`src/logic/ookm_pkg.sv`:
```
`default_nettype none

package ookm_pkg;

    // Register indices; the byte address on the bus is four times the index
    localparam logic [7:0] IDX_FILTER   = 8'h1c;
    localparam logic [7:0] IDX_OSR      = 8'h20;
    localparam logic [7:0] IDX_OFF_HI   = 8'h21;
    localparam logic [7:0] IDX_OFF_MID  = 8'h22;
    localparam logic [7:0] IDX_OFF_LO   = 8'h23;
    localparam logic [7:0] IDX_GAIN_HI  = 8'h24;
    localparam logic [7:0] IDX_GAIN_LO  = 8'h25;
    localparam logic [7:0] IDX_RATE_HI  = 8'h6e;
    localparam logic [7:0] IDX_RATE_LO  = 8'h6f;
    localparam logic [7:0] IDX_MOD_ONE  = 8'h70;
    localparam logic [7:0] IDX_MOD_TWO  = 8'h71;
    localparam logic [7:0] IDX_STATUS   = 8'h30;

    // Byte address width of the register bus
    localparam int ADDR_W = 12;

    // Reset value of every configuration byte
    localparam logic [7:0] REG_RESET = 8'h00;

    // Field positions in the filter bandwidth register
    localparam int FILT_SEL_LSB  = 0;
    localparam int FILT_EXP_LSB  = 4;
    localparam int FILT_SKIP_BIT = 7;

    // Field positions in the modulation control registers
    localparam int          MOD1_MANCH_BIT = 1;
    localparam int          MOD1_SCALE_BIT = 5;
    localparam int          MOD2_KIND_LSB  = 0;
    localparam logic [1:0]  KIND_OOK       = 2'h1;

    // Upper bits of the split fields in the shared offset and gain registers
    localparam int OSR_HI_LSB  = 5;
    localparam int NCO_HI_LSB  = 0;
    localparam int GAIN_HI_LSB = 0;

    // Bus transaction states
    typedef enum logic [2:0] {
        ST_IDLE = 3'b001,
        ST_ACC  = 3'b010,
        ST_RESP = 3'b100
    } ookm_bus_state_type;

endpackage

`default_nettype wire

```
`src/logic/ookm_config.sv`:
```
// What this block does
// - Filter exponent, skip, select from one register
// - Keyed mode when modulation kind equals code
// - Keyed mode configures rate, coding, filter, ratio
// - Data rate is sixteen bits, two registers
// - Manchester flag enables coding, doubles effective rate
// - Oversampling ratio eleven bits across two registers
// - Keyed mode flags (bw_valid) whether the filter is in the reduced bandwidth list; any setting is still applied
`timescale 1ns/1ns
`default_nettype none

module ookm_config (
    input  wire logic                        clk_sys,
    input  wire logic                        rst,
    input  wire logic                        psel,
    input  wire logic                        penable,
    input  wire logic                        pwrite,
    input  wire logic [ookm_pkg::ADDR_W-1:0] paddr,
    input  wire logic [31:0]                 pwdata,
    input  wire logic [3:0]                  pstrb,
    output logic                             pready,
    output logic      [31:0]                 prdata,
    output logic                             pslverr,
    output logic                             ook_mode,
    output logic                             third_stage_skip,
    output logic      [2:0]                  decim_exp,
    output logic      [3:0]                  filter_sel,
    output logic                             bw_valid,
    output logic      [15:0]                 rate_word,
    output logic                             rate_scale,
    output logic                             manchester_en,
    output logic      [16:0]                 eff_rate,
    output logic      [10:0]                 osr_ratio,
    output logic      [19:0]                 nco_offset,
    output logic      [10:0]                 loop_gain
);

    typedef struct packed {
        ookm_pkg::ookm_bus_state_type st;
        logic                         pready;
        logic [31:0]                  prdata;
        logic                         pslverr;
        logic [7:0]                   r_filter;
        logic [7:0]                   r_osr;
        logic [7:0]                   r_off_hi;
        logic [7:0]                   r_off_mid;
        logic [7:0]                   r_off_lo;
        logic [7:0]                   r_gain_hi;
        logic [7:0]                   r_gain_lo;
        logic [7:0]                   r_rate_hi;
        logic [7:0]                   r_rate_lo;
        logic [7:0]                   r_mod1;
        logic [7:0]                   r_mod2;
        logic                         on_off_keying;
        logic                         skip;
        logic [2:0]                   dexp;
        logic [3:0]                   fsel;
        logic [15:0]                  rate;
        logic                         rscale;
        logic                         manch;
        logic [16:0]                  eff;
        logic [10:0]                  osr;
        logic [19:0]                  nco;
        logic [10:0]                  gain;
    } ookm_cfg_state_type;

    ookm_cfg_state_type cur_ff;
    ookm_cfg_state_type nxt_cur;

    logic [7:0]  idx;
    logic        addr_ok;
    logic        wr_any;
    logic        wr_filter;
    logic        wr_osr;
    logic        wr_off_hi;
    logic        wr_off_mid;
    logic        wr_off_lo;
    logic        wr_gain_hi;
    logic        wr_gain_lo;
    logic        wr_rate_hi;
    logic        wr_rate_lo;
    logic        wr_mod1;
    logic        wr_mod2;
    logic        rate_commit;
    logic        osr_commit;
    logic        nco_commit;
    logic        gain_commit;
    logic [1:0]  rate_pend;
    logic [1:0]  osr_pend;
    logic [2:0]  nco_pend;
    logic [1:0]  gain_pend;
    logic        bw_ok;
    logic [31:0] rd_word;

    // Word-aligned decode; stray low address bits make the access unmapped
    assign idx     = paddr[9:2];
    assign addr_ok = (paddr[1:0] == 2'h0) && (paddr[ookm_pkg::ADDR_W-1:10] == '0);

    // A write lands only at the edge where the master sees pready high
    assign wr_any     = (cur_ff.st == ookm_pkg::ST_RESP) && pwrite && pstrb[0] && addr_ok;
    assign wr_filter  = wr_any && (idx == ookm_pkg::IDX_FILTER);
    assign wr_osr     = wr_any && (idx == ookm_pkg::IDX_OSR);
    assign wr_off_hi  = wr_any && (idx == ookm_pkg::IDX_OFF_HI);
    assign wr_off_mid = wr_any && (idx == ookm_pkg::IDX_OFF_MID);
    assign wr_off_lo  = wr_any && (idx == ookm_pkg::IDX_OFF_LO);
    assign wr_gain_hi = wr_any && (idx == ookm_pkg::IDX_GAIN_HI);
    assign wr_gain_lo = wr_any && (idx == ookm_pkg::IDX_GAIN_LO);
    assign wr_rate_hi = wr_any && (idx == ookm_pkg::IDX_RATE_HI);
    assign wr_rate_lo = wr_any && (idx == ookm_pkg::IDX_RATE_LO);
    assign wr_mod1    = wr_any && (idx == ookm_pkg::IDX_MOD_ONE);
    assign wr_mod2    = wr_any && (idx == ookm_pkg::IDX_MOD_TWO);

    // Completion trackers; the shared offset-high byte feeds two of them
    ookm_commit #(.PARTS(2)) u_rate_commit (
        .clk_sys (clk_sys),
        .rst     (rst),
        .part_wr ({wr_rate_hi, wr_rate_lo}),
        .commit  (rate_commit),
        .pending (rate_pend)
    );

    ookm_commit #(.PARTS(2)) u_osr_commit (
        .clk_sys (clk_sys),
        .rst     (rst),
        .part_wr ({wr_off_hi, wr_osr}),
        .commit  (osr_commit),
        .pending (osr_pend)
    );

    ookm_commit #(.PARTS(3)) u_nco_commit (
        .clk_sys (clk_sys),
        .rst     (rst),
        .part_wr ({wr_off_hi, wr_off_mid, wr_off_lo}),
        .commit  (nco_commit),
        .pending (nco_pend)
    );

    ookm_commit #(.PARTS(2)) u_gain_commit (
        .clk_sys (clk_sys),
        .rst     (rst),
        .part_wr ({wr_gain_hi, wr_gain_lo}),
        .commit  (gain_commit),
        .pending (gain_pend)
    );

    ookm_bw_check u_bw_check (
        .clk_sys  (clk_sys),
        .rst      (rst),
        .ook_mode (cur_ff.on_off_keying),
        .skip     (cur_ff.skip),
        .fsel     (cur_ff.fsel),
        .valid    (bw_ok)
    );

    // Read multiplexer; the raw bytes read back even before a field commits
    always_comb begin
        rd_word = 32'h0000_0000;
        unique case (idx)
            ookm_pkg::IDX_FILTER:  rd_word[7:0] = cur_ff.r_filter;
            ookm_pkg::IDX_OSR:     rd_word[7:0] = cur_ff.r_osr;
            ookm_pkg::IDX_OFF_HI:  rd_word[7:0] = cur_ff.r_off_hi;
            ookm_pkg::IDX_OFF_MID: rd_word[7:0] = cur_ff.r_off_mid;
            ookm_pkg::IDX_OFF_LO:  rd_word[7:0] = cur_ff.r_off_lo;
            ookm_pkg::IDX_GAIN_HI: rd_word[7:0] = cur_ff.r_gain_hi;
            ookm_pkg::IDX_GAIN_LO: rd_word[7:0] = cur_ff.r_gain_lo;
            ookm_pkg::IDX_RATE_HI: rd_word[7:0] = cur_ff.r_rate_hi;
            ookm_pkg::IDX_RATE_LO: rd_word[7:0] = cur_ff.r_rate_lo;
            ookm_pkg::IDX_MOD_ONE: rd_word[7:0] = cur_ff.r_mod1;
            ookm_pkg::IDX_MOD_TWO: rd_word[7:0] = cur_ff.r_mod2;
            ookm_pkg::IDX_STATUS:  rd_word[10:0] = {nco_pend, gain_pend, osr_pend,
                                                    rate_pend, bw_ok, cur_ff.on_off_keying};
            default:               rd_word = 32'h0000_0000;
        endcase
    end

    // Bus sequencing and register update
    always_comb begin
        nxt_cur         = cur_ff;
        nxt_cur.pready  = 1'b0;
        nxt_cur.pslverr = 1'b0;
        unique case (cur_ff.st)
            ookm_pkg::ST_IDLE: begin
                if (psel && !penable) begin
                    nxt_cur.st = ookm_pkg::ST_ACC;
                end
            end
            ookm_pkg::ST_ACC: begin
                // One wait state gives registered pready and prdata
                if (psel && penable) begin
                    nxt_cur.st      = ookm_pkg::ST_RESP;
                    nxt_cur.pready  = 1'b1;
                    nxt_cur.pslverr = !addr_ok || (rd_word == 32'h0 && !(
                        idx == ookm_pkg::IDX_FILTER  || idx == ookm_pkg::IDX_OSR     ||
                        idx == ookm_pkg::IDX_OFF_HI  || idx == ookm_pkg::IDX_OFF_MID ||
                        idx == ookm_pkg::IDX_OFF_LO  || idx == ookm_pkg::IDX_GAIN_HI ||
                        idx == ookm_pkg::IDX_GAIN_LO || idx == ookm_pkg::IDX_RATE_HI ||
                        idx == ookm_pkg::IDX_RATE_LO || idx == ookm_pkg::IDX_MOD_ONE ||
                        idx == ookm_pkg::IDX_MOD_TWO || idx == ookm_pkg::IDX_STATUS));
                    nxt_cur.prdata  = pwrite ? 32'h0000_0000 : (addr_ok ? rd_word : 32'h0);
                end
            end
            ookm_pkg::ST_RESP: begin
                nxt_cur.st = ookm_pkg::ST_IDLE;
            end
            default: begin
                nxt_cur.st = ookm_pkg::ST_IDLE;
            end
        endcase

        // Raw byte storage
        if (wr_filter)  nxt_cur.r_filter  = pwdata[7:0];
        if (wr_osr)     nxt_cur.r_osr     = pwdata[7:0];
        if (wr_off_hi)  nxt_cur.r_off_hi  = pwdata[7:0];
        if (wr_off_mid) nxt_cur.r_off_mid = pwdata[7:0];
        if (wr_off_lo)  nxt_cur.r_off_lo  = pwdata[7:0];
        if (wr_gain_hi) nxt_cur.r_gain_hi = pwdata[7:0];
        if (wr_gain_lo) nxt_cur.r_gain_lo = pwdata[7:0];
        if (wr_rate_hi) nxt_cur.r_rate_hi = pwdata[7:0];
        if (wr_rate_lo) nxt_cur.r_rate_lo = pwdata[7:0];
        if (wr_mod1)    nxt_cur.r_mod1    = pwdata[7:0];
        if (wr_mod2)    nxt_cur.r_mod2    = pwdata[7:0];

        // Single-byte settings take effect with the write itself
        nxt_cur.skip   = nxt_cur.r_filter[ookm_pkg::FILT_SKIP_BIT];
        nxt_cur.dexp   = nxt_cur.r_filter[ookm_pkg::FILT_EXP_LSB +: 3];
        nxt_cur.fsel   = nxt_cur.r_filter[ookm_pkg::FILT_SEL_LSB +: 4];
        nxt_cur.on_off_keying    = nxt_cur.r_mod2[ookm_pkg::MOD2_KIND_LSB +: 2] == ookm_pkg::KIND_OOK;
        nxt_cur.rscale = nxt_cur.r_mod1[ookm_pkg::MOD1_SCALE_BIT];
        nxt_cur.manch  = nxt_cur.r_mod1[ookm_pkg::MOD1_MANCH_BIT];

        // Split fields move only after all their bytes are in
        if (rate_commit) begin
            nxt_cur.rate = {cur_ff.r_rate_hi, cur_ff.r_rate_lo};
        end
        if (osr_commit) begin
            nxt_cur.osr = {cur_ff.r_off_hi[ookm_pkg::OSR_HI_LSB +: 3], cur_ff.r_osr};
        end
        if (nco_commit) begin
            nxt_cur.nco = {cur_ff.r_off_hi[ookm_pkg::NCO_HI_LSB +: 4],
                           cur_ff.r_off_mid, cur_ff.r_off_lo};
        end
        if (gain_commit) begin
            nxt_cur.gain = {cur_ff.r_gain_hi[ookm_pkg::GAIN_HI_LSB +: 3],
                            cur_ff.r_gain_lo};
        end

        // Coding doubles the line rate the recovery loop must track
        nxt_cur.eff = nxt_cur.manch ? {nxt_cur.rate, 1'b0} : {1'b0, nxt_cur.rate};
    end

    always_ff @(posedge clk_sys or posedge rst) begin
        if (rst) begin
            cur_ff           <= '0;
            cur_ff.st        <= ookm_pkg::ST_IDLE;
            cur_ff.r_filter  <= ookm_pkg::REG_RESET;
            cur_ff.r_osr     <= ookm_pkg::REG_RESET;
            cur_ff.r_off_hi  <= ookm_pkg::REG_RESET;
            cur_ff.r_off_mid <= ookm_pkg::REG_RESET;
            cur_ff.r_off_lo  <= ookm_pkg::REG_RESET;
            cur_ff.r_gain_hi <= ookm_pkg::REG_RESET;
            cur_ff.r_gain_lo <= ookm_pkg::REG_RESET;
            cur_ff.r_rate_hi <= ookm_pkg::REG_RESET;
            cur_ff.r_rate_lo <= ookm_pkg::REG_RESET;
            cur_ff.r_mod1    <= ookm_pkg::REG_RESET;
            cur_ff.r_mod2    <= ookm_pkg::REG_RESET;
        end else begin
            cur_ff <= nxt_cur;
        end
    end

    // Outputs straight from flip-flops
    assign pready           = cur_ff.pready;
    assign prdata           = cur_ff.prdata;
    assign pslverr          = cur_ff.pslverr;
    assign ook_mode         = cur_ff.on_off_keying;
    assign third_stage_skip = cur_ff.skip;
    assign decim_exp        = cur_ff.dexp;
    assign filter_sel       = cur_ff.fsel;
    assign bw_valid         = bw_ok;
    assign rate_word        = cur_ff.rate;
    assign rate_scale       = cur_ff.rscale;
    assign manchester_en    = cur_ff.manch;
    assign eff_rate         = cur_ff.eff;
    assign osr_ratio        = cur_ff.osr;
    assign nco_offset       = cur_ff.nco;
    assign loop_gain        = cur_ff.gain;
endmodule

`default_nettype wire

```
`src/logic/ookm_commit.sv`:
```
`timescale 1ns/1ns
`default_nettype none

// Collects the byte writes of one multi-byte field and fires once all arrived
module ookm_commit #(
    parameter int PARTS = 2
) (
    input  wire logic             clk_sys,
    input  wire logic             rst,
    input  wire logic [PARTS-1:0] part_wr,
    output logic                  commit,
    output logic      [PARTS-1:0] pending
);

    typedef struct packed {
        logic             commit;
        logic [PARTS-1:0] pending;
    } ookm_commit_state_type;

    ookm_commit_state_type cur_ff;
    ookm_commit_state_type nxt_cur;

    // Partial writes are held back so a half-written value never reaches the modem
    always_comb begin
        nxt_cur        = cur_ff;
        nxt_cur.commit = 1'b0;
        if (&(cur_ff.pending | part_wr)) begin
            nxt_cur.commit  = 1'b1;
            nxt_cur.pending = '0;
        end else begin
            nxt_cur.pending = cur_ff.pending | part_wr;
        end
    end

    always_ff @(posedge clk_sys or posedge rst) begin
        if (rst) begin
            cur_ff <= '0;
        end else begin
            cur_ff <= nxt_cur;
        end
    end

    assign commit  = cur_ff.commit;
    assign pending = cur_ff.pending;

endmodule

`default_nettype wire

```
`src/logic/ookm_bw_check.sv`:
```
`timescale 1ns/1ns
`default_nettype none

// Flags whether the skip/select pair is one of the keyed-mode bandwidths
module ookm_bw_check (
    input  wire logic       clk_sys,
    input  wire logic       rst,
    input  wire logic       ook_mode,
    input  wire logic       skip,
    input  wire logic [3:0] fsel,
    output logic            valid
);

    typedef struct packed {
        logic valid;
    } ookm_bw_state_type;

    ookm_bw_state_type cur_ff;
    ookm_bw_state_type nxt_cur;
    logic              in_list;

    // Without skip: selects 1..7; with skip: 1..4 and 8..15
    always_comb begin
        if (!skip) begin
            in_list = (fsel >= 4'h1) && (fsel <= 4'h7);
        end else begin
            in_list = ((fsel >= 4'h1) && (fsel <= 4'h4)) || (fsel >= 4'h8);
        end
        nxt_cur.valid = ook_mode && in_list;
    end

    always_ff @(posedge clk_sys or posedge rst) begin
        if (rst) begin
            cur_ff <= '0;
        end else begin
            cur_ff <= nxt_cur;
        end
    end

    assign valid = cur_ff.valid;

endmodule

`default_nettype wire

```
`config.mk`:
```
export PLATFORM = sky130hd
export DESIGN_NAME = ookm_config
export DESIGN_NICKNAME = d
export VERILOG_FILES = /design/src/logic/ookm_pkg.sv /design/src/logic/ookm_config.sv /design/src/logic/ookm_commit.sv /design/src/logic/ookm_bw_check.sv
export SDC_FILE = /design/constraint.sdc
export NUM_CORES = 1
export LEC_CHECK = 0
export BUFFER_PORTS_ARGS = -buffer_cell sky130_fd_sc_hd__buf_4
export CORE_MARGIN = 5
export CORE_UTILIZATION = 52
export CTS_BUF_LIST = sky130_fd_sc_hd__clkbuf_4 sky130_fd_sc_hd__clkbuf_8
export DETAILED_ROUTE_END_ITERATION = 6
export PLACE_DENSITY = 0.84
export SYNTH_ARGS = -nofsm -noshare
export SYNTH_HDL_FRONTEND = slang
export SYNTH_HIERARCHICAL = 1
export SYNTH_SLANG_ARGS = --single-unit
export TNS_END_PERCENT = 1
```
`constraint.sdc`:
```
create_clock -name clk_sys -period 6.3 [get_ports clk_sys]
set_clock_uncertainty 0.2 [all_clocks]
set_input_delay 1.26 -clock clk_sys [delete_from_list [all_inputs] [get_ports clk_sys]]
set_output_delay 1.26 -clock clk_sys [all_outputs]
set_load 0.1 [all_outputs]
```
==> metrics.md, run 1 <==
| Metric | Value |
|---|---|
| Outcome | `completed` |
| Worst vdd ir | `126.8 µV` |
| Routed Antenna Nets | `0` |
| CTS Hold Bufs | `0` |
| Crit-path cells | `buf_4, or4_4, nor3_4, nand3_4, mux2i_4, mux2i_1` |
| WS Path Type | `in2reg` |
| Tmin final | `3.713 ns` |
| # Max-Cap Violations | `0` |
| Worst slew pin tran | `1.074 ns` |
| Most frequent cells in the layout | `dfrtp_1 (193), mux2_2 (137), buf_4 (130), mux2i_1 (46), inv_1 (34)` |
| Largest net degree at the start of global routing | `88` |
| CP bufs+invs | `1` |
| Largest family of logic cells by synthesized area | `multiplexers` |
| Synth Register Bits | `194` |
| Final Hold Fails | `0` |
| Final setup fails | `0` |
| Routability cong. | `0.9361` |
| Mux cell area share after synthesis | `22.22%` |
| Die footprint | `20,490 µm²` |
| Design Power | `2134 µW` |
| CP peak stage delay | `0.73 ns` |
| Worst endpoint data arrival time | `3.90 ns` |
| Leakage power total | `0.005238 µW` |
| Count of cell types in the netlist | `58` |
| Vias in the first global route | `5,806` |
| Htree depth | `4` |
| Total Nets Final | `819` |
| CP max-delay cell | `mux2i_4` |
| Syn Inst Count | `743` |
| Share of cells above drive strength 1 | `40.82%` |
| Post-synthesis compound-gate area fraction | `5.212%` |
| Core Area | `17,360 µm²` |
| DR pass1 iterations | `5` |
| Post-CTS Setup Inserts | `0` |
| DRC Markers | `0` |
| RSZ-0062 raised after global routing | `no` |
| Port Buffers | `125` |
| Congestion Overflow GR | `0` |
| Routed via count | `5,687` |
| Starting Density | `53.11%` |
| I/O pins | `174` |
| CP endpoint kind | `flip-flop` |
| Root Driver | `clkbuf_8` |
| Pre-CTS setup slack | `2.119 ns` |
| Synth Area in Simple Gates | `7.656%` |
| Synth-to-Final Area Change | `7.737%` |
| DRT Wirelength | `21.39 mm` |
| Avg Cell Area, Syn | `12.41 µm²` |
| Slew HR | `28.37%` |
| Syn. warnings | `6` |
| CTS tree | `done` |
| Clk sinks | `194` |
| Seq/Total Area, Yosys | `52.68%` |
| CP required | `6.48 ns` |
| Clk buf depth | `2` |
| Max-slew violation count | `0` |
| Post-cts sizing count | `0` |
| EDFF count, synth | `0` |
| Die W | `143.1 µm` |
| DP HPWL | `15.38 mm` |
| Global-route wire length before repair | `33.29 mm` |
| Most common cell after layout, fill and taps aside | `dfrtp_1` |
| Post-Synth Adder-Cell Area | `0%` |
| Detailed-route wire length per cell | `21.30 µm` |
| Vias per cell | `5.664` |
| Area of the mapped netlist | `9218 µm²` |
| Initial antenna violation count | `0` |
| Post-layout util | `57.22%` |
| Final hold slack | `0.2751 ns` |
| Setup TNS | `0 ns` |
| Diodes inserted | `0` |
| Fin crit share | `58.94%` |
| Worst-path clk slew | `0.09 ns` |
| Worst setup SP type | `input port` |
| Die height | `143.1 µm` |
| Worst skew pair latency | `0.48 ns` |
| Largest fanout on the critical path | `18` |
| Hold WC Path Type | `reg2reg` |
| CP top delay family | `simple AND/OR/NAND/NOR gates` |
| Ys flop type | `dfrtp_1` |
| Fmax | `269.3 MHz` |
| Final WS setup | `2.587 ns` |
| Number of cell rows | `48` |
| DRT iter0 DRCs | `636` |
| GRT Overall Usage | `21.50%` |
| Share of flip-flops with an asynchronous set or reset | `100.0%` |
| Total CTS buffers | `17` |
| XOR/XNOR Fraction of Synth Area | `0%` |
| Pwr/cell area | `214.9 nW/µm²` |
## metrics by stage
step / cell area (µm²) / instances
2_1_floorplan: 9296 / 763
3_3_place_gp: 9568 / 972
3_5_place_dp: 9568 / 972
4_1_cts: 9931 / 1004
5_1_grt: 9931 / 1004
6_report: 9931 / 1004
## synth_stat cells, types with 3 or more instances
| library cell | n | share of area [%] |
|---|---|---|
| nor2b_1 | 3 | 0.20 |
| a22oi_1 | 6 | 0.49 |
| a221oi_1 | 5 | 0.48 |
| a32oi_1 | 5 | 0.48 |
| nand3_1 | 10 | 0.54 |
| buf_1 | 3 | 0.12 |
| dfrtp_1 | 193 | 52 |
| nor4b_1 | 3 | 0.29 |
| mux2_2 | 137 | 17 |
| o21ai_0 | 9 | 0.49 |
| buf_2 | 7 | 0.38 |
| nor3_1 | 10 | 0.54 |
| clkbuf_1 | 21 | 0.86 |
| a22o_1 | 6 | 0.57 |
| nand2_1 | 23 | 0.94 |
| nor2_1 | 29 | 1.2 |
| nor3b_1 | 6 | 0.49 |
| buf_4 | 114 | 9.3 |
| a32o_1 | 4 | 0.43 |
| and2_1 | 5 | 0.34 |
| inv_1 | 35 | 1.4 |
| a21oi_1 | 7 | 0.38 |
| and3_1 | 6 | 0.41 |
| mux2i_1 | 46 | 5.0 |
| a2111oi_0 | 3 | 0.29 |
| a31oi_1 | 4 | 0.27 |
## layer usage
layer | vias to the layer above | routed length [µm] | GRT usage (%)
met4 | 0 | 486 | 7.504
met5 | - | 0 | 0
met3 | 37 | 1580 | 5.392
met2 | 249 | 10220 | 33.33
met1 | 2880 | 9100 | 29.67
li1 | 2521 | - | -
## flip-flops by register name, indices dropped and copies added (netlist names), 2 cells and up
register / flops
cur_ff: 86
nco_offset: 20
eff_rate: 17
rate_word: 16
loop_gain: 11
osr_ratio: 11
prdata: 11
filter_sel: 3
u_nco_commit/pending: 3
decim_exp: 2
u_gain_commit/pending: 2
u_osr_commit/pending: 2
u_rate_commit/pending: 2
## power by group
group          internal, µW  leakage (µW)  total (µW)  switching (µW)
sequential             1250       0.00271        1250            1.64
clock                   309      0.000176         746             437
combinational          22.0       0.00235         140             118
## logic make-up after synthesis
kind of cell,after synthesis
AO/OA/AOI/OAI,63
buffers and inverters,181
flip-flops,194
multiplexers,185
other,1
AND/OR/NAND/NOR,119
## worst reg2reg max path, delay by kind of cell, from the launching register on
kind	cells	cell delay [ns]
muxes	2	1.06
and+or+nand+nor	3	1.11
DFF	1	0.41
## layout make-up
| cell class | count | area [µm²] |
|---|---|---|
| clock buffer | 22 | 284.0 |
| clock inverter | 10 | 78.83 |
| sequential | 194 | 4856 |
| multi-input combinational | 388 | 3319 |
| tap | 225 | 281.5 |
| inverter | 35 | 135.1 |
| timing repair buffer | 130 | 975.9 |
| fill | 1434 | 7426 |
## final timing paths
path	endpoint	startpoint	cells after the start	slack [ns]
max in group asynchronous	osr_ratio[3]$_DFFE_PP0P_	rst	3	3.95
max reg2reg	eff_rate[13]$_DFF_PP0_	cur_ff[209]$_DFFE_PP0P_	5	3.44
min	u_gain_commit/pending[0]$_DFF_PP0_	u_gain_commit/pending[1]$_DFF_PP0_	1	0.28
min reg2reg	u_gain_commit/pending[0]$_DFF_PP0_	u_gain_commit/pending[1]$_DFF_PP0_	1	0.28
max	eff_rate[13]$_DFF_PP0_	paddr[1]	6	2.59
min in group asynchronous	u_bw_check/valid$_DFF_PP0_	rst	2	0.48
No activity file was read; power rests on OpenSTA's default activity.
==> inputs of run 2 (changes only) <==
Settings changed: CORE_UTILIZATION 52 to 58, PLACE_DENSITY 0.84 to 0.88.
Clock period 6.3 ns to 3.8 ns, I/O delays scaled along.
==> run 2 against run 1 <==
Non-clock buffer count rose by 14; cell count rose by 0.50%; largest cell class unchanged; largest power group unchanged; design area rose by 1.5%; utilization rose by 6.9 points; clock power rose by 77%; critical path type unchanged; clock-buffer cell count fell by 4; setup slack got worse by 1.6 ns; critical endpoint is now u_nco_commit/pending[0]$_DFF_PP0_.
==> metrics.md, run 2 (same netlist as run 1, synthesis figures left out) <==
| Metric | Value |
|---|---|
| Outcome | `completed` |
| I/O pins | `174` |
| Die W | `136.1 µm` |
| Port Buffers | `125` |
| Total CTS buffers | `17` |
| Core Area | `15,710 µm²` |
| Htree depth | `4` |
| FILL cells | `1,199` |
| Slew HR | `38.37%` |
| Vias in the first global route | `5,913` |
| Pwr/cell area | `360.3 nW/µm²` |
| Share of cells above drive strength 1 | `41.74%` |
| R2R setup slack | `1.27 ns` |
| Starting Density | `58.66%` |
| CP peak stage delay | `0.61 ns` |
| Clk buf depth | `2` |
| # Max-Cap Violations | `0` |
| DRC Markers | `0` |
| Worst endpoint data arrival time | `3.03 ns` |
| Crit-path cells | `buf_4, or4_4, nor3_4, and3_1, nor2_1, o22a_2` |
| Fmax | `350.2 MHz` |
| Routed Antenna Nets | `0` |
| Final Hold Fails | `0` |
| Pre-CTS setup slack | `0.5141 ns` |
| Worst vdd ir | `334.1 µV` |
| Routed via count | `5,828` |
| Hold Path Cell Cnt | `1` |
| DRT iter0 DRCs | `517` |
| Fin crit share | `75.14%` |
| CP required | `3.97 ns` |
| Clk sinks | `194` |
| Die height | `136.1 µm` |
| Root Driver | `clkbuf_8` |
| End of the worst hold path | `cur_ff[209]$_DFFE_PP0P_` |
| Routability cong. | `0.9624` |
| Setup TNS | `0 ns` |
| Diodes inserted | `0` |
| Post-CTS Setup Inserts | `0` |
| WS Path Type | `in2reg` |
| Largest net degree at the start of global routing | `68` |
| Most frequent cells in the layout | `dfrtp_1 (193), buf_4 (141), mux2_2 (137), mux2i_1 (46), inv_1 (34)` |
| Max FFs per register | `86` |
| Worst setup SP type | `input port` |
| CP endpoint kind | `flip-flop` |
| RR Endpoint | `prdata[0]$_DFFE_PP0P_` |
| Total Nets Final | `833` |
| Hold WC Path Type | `reg2reg` |
| DR pass1 iterations | `6` |
| Final setup fails | `0` |
| CP max-delay cell | `and3_1` |
| Worst r2r path cells | `6` |
| Hold path start | `cur_ff[210]$_DFFE_PP0P_` |
| Post-cts sizing count | `0` |
| GRT Overall Usage | `24.12%` |
| Leakage power total | `0.005335 µW` |
| RSZ-0062 raised after global routing | `no` |
| Vias per cell | `5.776` |
| Max-slew violation count | `0` |
| Worst-path clk slew | `0.10 ns` |
| Congestion Overflow GR | `0` |
| Most common cell after layout, fill and taps aside | `dfrtp_1` |
| Largest fanout on the critical path | `10` |
| DP HPWL | `15.43 mm` |
| Design Power | `3631 µW` |
| Register with the most flip-flops | `cur_ff` |
| Worst skew pair latency | `0.47 ns` |
| CTS tree | `done` |
| Synth-to-Final Area Change | `9.312%` |
| Die footprint | `18,510 µm²` |
| Critical R2R Launch | `cur_ff[209]$_DFFE_PP0P_` |
| DRT Wirelength | `21.44 mm` |
| Worst slew pin tran | `0.9116 ns` |
| Tmin final | `2.855 ns` |
| Global-route wire length before repair | `33.99 mm` |
| Detailed-route wire length per cell | `21.24 µm` |
| Final WS setup | `0.9446 ns` |
| Number of cell rows | `46` |
| Initial antenna violation count | `0` |
==> run 2: cell types whose count changed in the layout (fill, tap and decap cells not counted), sizes merged <==
cell,previous run,this run
clkbuf,22,18
clkinvlp,5,2
clkinv,5,3
dlygate4sd3,0,1
buf,130,143
bufinv,0,1
inv,35,43
==> run 2: worst max-delay path by stage <==
stage	from	end	slack [ns]	cells after the start
6_report	paddr[1]	u_nco_commit/pending[0]$_DFF_PP0_	0.94	6
5_1_grt	paddr[2]	u_gain_commit/pending[1]$_DFF_PP0_	0.91	6
4_1_cts	paddr[1]	u_nco_commit/pending[0]$_DFF_PP0_	1.03	6
3_5_place_dp	paddr[1]	u_nco_commit/pending[0]$_DFF_PP0_	0.51	6
3_3_place_gp	paddr[1]	cur_ff[147]$_DFFE_PP0P_	0.56	5
2_1_floorplan	rst	cur_ff[100]$_DFFE_PP0P_	0.53	1
==> run 2: critical path: cells and delay by family <==
| family | cells | cell delay, ns |
|---|---|---|
| AND/OR/NAND/NOR | 4 | 1.92 |
| buffers and inverters | 1 | 0.11 |
| AO/OA/AOI/OAI | 1 | 0.24 |
==> run 2: stage by stage <==
step / util, % / instance area, µm² / instances / hold WS [ns]
final: 64.13 / 10080 / 1009 / 0.2766
after global routing: 64.13 / 10080 / 1009 / 0.3117
after CTS: 64.13 / 10080 / 1009 / 0.2784
after detailed placement: 61.60 / 9679 / 976 / 0.2561
after global placement: 61.60 / 9679 / 976 / 0.2448
after floorplan: - / 9296 / 763 / 0.2280
==> run 2: metal layers <==
metal  track usage, %  routed length, µm  vias to the layer above
li1                 -                  -                     2552
met3            6.847               1895                       53
met2            38.03              10240                      272
met1            32.46               8671                     2951
met4            7.839                632                        0
met5                0                  0                        -
==> run 2: timing repair <==
item,in CTS,in global routing
setup endpoints to repair,0,0
hold buffers,1,0
hold endpoints to repair,7,0
==> run 2: layout make-up <==
| cell class | count | area, µm² | area share [%] |
|---|---|---|---|
| clock buffers | 18 | 241.5 | 2.397 |
| clock inverters | 14 | 145.1 | 1.440 |
| inverters | 35 | 135.1 | 1.341 |
| multi-input cells | 388 | 3319 | 32.94 |
| flip-flops and latches | 194 | 4856 | 48.19 |
| well taps | 216 | 270.3 | 2.682 |
| repair buffers | 144 | 1109 | 11.00 |
==> run 2: power breakdown <==
group	internal (µW)	switching (µW)
registers	2070	2.84
logic	42.2	199
clock network	550	771
total	2660	972
==> inputs of run 3 (changes only) <==
Settings changed: CORE_UTILIZATION 58 to 52, PLACE_DENSITY 0.88 to 0.84.
Clock period 3.8 ns to 2.3 ns, I/O delays scaled along.
==> run 3 against run 2 <==
Combinational power grew 76%; critical path depth fell by 1; non-clock buffer count increased by 39; via count rose by 0.43%; cell count grew 4.8%; setup slack worse by 0.76 ns; first-iteration DRC count shrank 29%; clock power up 93%; clock-buffer cell count rose by 2; die area is 11% higher; register-to-register slack worse by 1.1 ns; global-route usage is 2.0 points lower; critical endpoint is now prdata[0]$_DFFE_PP0P_; largest cell class unchanged.
==> metrics.md, run 3 (same netlist as run 1, synthesis figures left out) <==
| Metric | Value |
|---|---|
| Outcome | `completed` |
| Global Route met1 Usage | `31.24%` |
| Worst endpoint data arrival time | `2.26 ns` |
| DRC Markers | `0` |
| Detailed-route wire length per cell | `20.95 µm` |
| DRT Wirelength | `22.14 mm` |
| Global-route wire length before repair | `33.79 mm` |
| Die height | `143.1 µm` |
| Diodes inserted | `0` |
| Fin crit share | `92.03%` |
| Routability cong. | `0.9824` |
| Core Area | `17,360 µm²` |
| Register with the most flip-flops | `cur_ff` |
| FF+latch area | `4856 µm²` |
| CP required | `2.44 ns` |
| Total Nets Final | `872` |
| I/O pins | `174` |
| Sequential share of power | `53.5%` |
| P_sw | `1537 µW` |
| DRT iter0 DRCs | `367` |
| Most frequent cells in the layout | `dfrtp_1 (193), buf_4 (174), mux2_2 (137), mux2i_1 (46), inv_1 (34)` |
| Total CTS buffers | `17` |
| Share of cells above drive strength 1 | `44.47%` |
| WS Path Type | `reg2reg` |
| GR Util met3 | `4.588%` |
| Synth-to-Final Area Change | `14.29%` |
| Number of cell rows | `48` |
| GRT Overall Usage | `22.10%` |
| Max FFs per register | `86` |
| Clk buf depth | `2` |
| Top Usage Layer GRT | `met2` |
| Slew HR | `63.55%` |
| Most common cell after layout, fill and taps aside | `dfrtp_1` |
| Routed via count | `5,853` |
| Crit-path cells | `nor2b_1, nand4b_1, and2_1, a2111oi_0, a31oi_1` |
| Switching power share of the total | `24.05%` |
| Pwr/cell area | `606.7 nW/µm²` |
| Final Hold Fails | `0` |
| Fmax | `472.5 MHz` |
| Part of the power in combinational logic | `6.6%` |
| Worst vdd ir | `388.7 µV` |
| Worst skew pair latency | `0.48 ns` |
| Leakage power total | `0.005585 µW` |
| Placed cell area | `10,060 µm²` |
| Post-layout util | `60.70%` |
| Pint | `4854 µW` |
| RSZ-0062 raised after global routing | `no` |
| Initial antenna violation count | `0` |
| Clock share of power | `39.9%` |
| Tmin final | `2.117 ns` |
| Post-cts sizing count | `0` |
| Port Buffers | `125` |
| Worst slew pin tran | `0.5329 ns` |
| Worst-path clk slew | `0.10 ns` |
| # Max-Cap Violations | `0` |
| Root Driver | `clkbuf_8` |
| Routed Antenna Nets | `0` |
| Worst setup SP type | `flip-flop` |
| CP max-delay cell | `a2111oi_0` |
| CTS Hold Bufs | `1` |
| Vias in the first global route | `5,800` |
| DP HPWL | `16.33 mm` |
| Clk sinks | `194` |
| Die W | `143.1 µm` |
| Max-slew violation count | `0` |
| Post-CTS Setup Inserts | `0` |
| Starting Density | `53.11%` |
| Final instance area | `10,540 µm²` |
| Final setup fails | `0` |
| Congestion Overflow GR | `0` |
| Htree depth | `4` |
| Largest fanout on the critical path | `4` |
| CP endpoint kind | `flip-flop` |
| FILL cells | `1,389` |
| CP peak stage delay | `0.53 ns` |
| CTS tree | `done` |
| DR pass1 iterations | `5` |
| M2 GR Usage | `34.30%` |
| Combined area of the multi-input logic cells | `3319 µm²` |
| Vias per cell | `5.537` |
| Die footprint | `20,490 µm²` |
| Hold WC Path Type | `in2reg` |
| Largest net degree at the start of global routing | `96` |
==> run 3: worst paths after layout <==
check	startpoint	endpoint	slack (ns)	depth (start not counted)
setup / recovery	cur_ff[209]$_DFFE_PP0P_	prdata[0]$_DFFE_PP0P_	0.18	5
hold / removal	penable	cur_ff[209]$_DFFE_PP0P_	0.07	3
setup reg to reg	cur_ff[209]$_DFFE_PP0P_	prdata[0]$_DFFE_PP0P_	0.18	5
hold reg to reg	u_gain_commit/pending[0]$_DFF_PP0_	u_gain_commit/pending[1]$_DFF_PP0_	0.28	1
max in group asynchronous	rst	cur_ff[100]$_DFFE_PP0P_	0.93	4
min in group asynchronous	rst	u_bw_check/valid$_DFF_PP0_	0.25	3
==> run 3: cell type report <==
type | instances | area share (%)
flip-flops and latches | 194 | 46.09
well taps | 225 | 2.672
inverters | 35 | 1.283
multi-input cells | 388 | 31.51
clock inverters | 12 | 1.936
clock buffers | 20 | 2.494
repair buffers | 183 | 14.01
==> run 3: power groups by stage <==
stage,clock [µW],sequential (µW),combinational (µW)
6_report,2550,3420,425
5_1_grt,2730,3420,451
4_1_cts,2580,3420,425
3_5_place_dp,0,3490,424
3_3_place_gp,0,3490,419
2_1_floorplan,0,3490,306
==> run 3: routing by layer <==
layer  vias up  share of wire [%]
met5         -                  0
met4         0                2.2
met3        36                6.5
met2       226                 47
met1      2958                 44
li1       2633                  -
==> run 3: metrics by stage <==
step	setup slack, ns	power (µW)	hold WS [ns]	instances	setup TNS, ns
global route	0.07653	6599	0.05168	1057	0
finish	0.1834	6392	0.07282	1057	0
detailed placement	-0.2571	3910	0.1791	1024	-16.59
CTS	0.2030	6419	0.04602	1057	0
floorplan	-0.6678	3796	-0.01129	763	-126.37
global placement	-0.2105	3904	0.1798	1024	-12.81
==> run 3: critical path, delay by kind of cell (launching register included) <==
kind               cells  cell delay, ns
AOI/OAI and AO/OA      2            0.68
DFF                    1            0.39
and+or+nand+nor        3            0.71
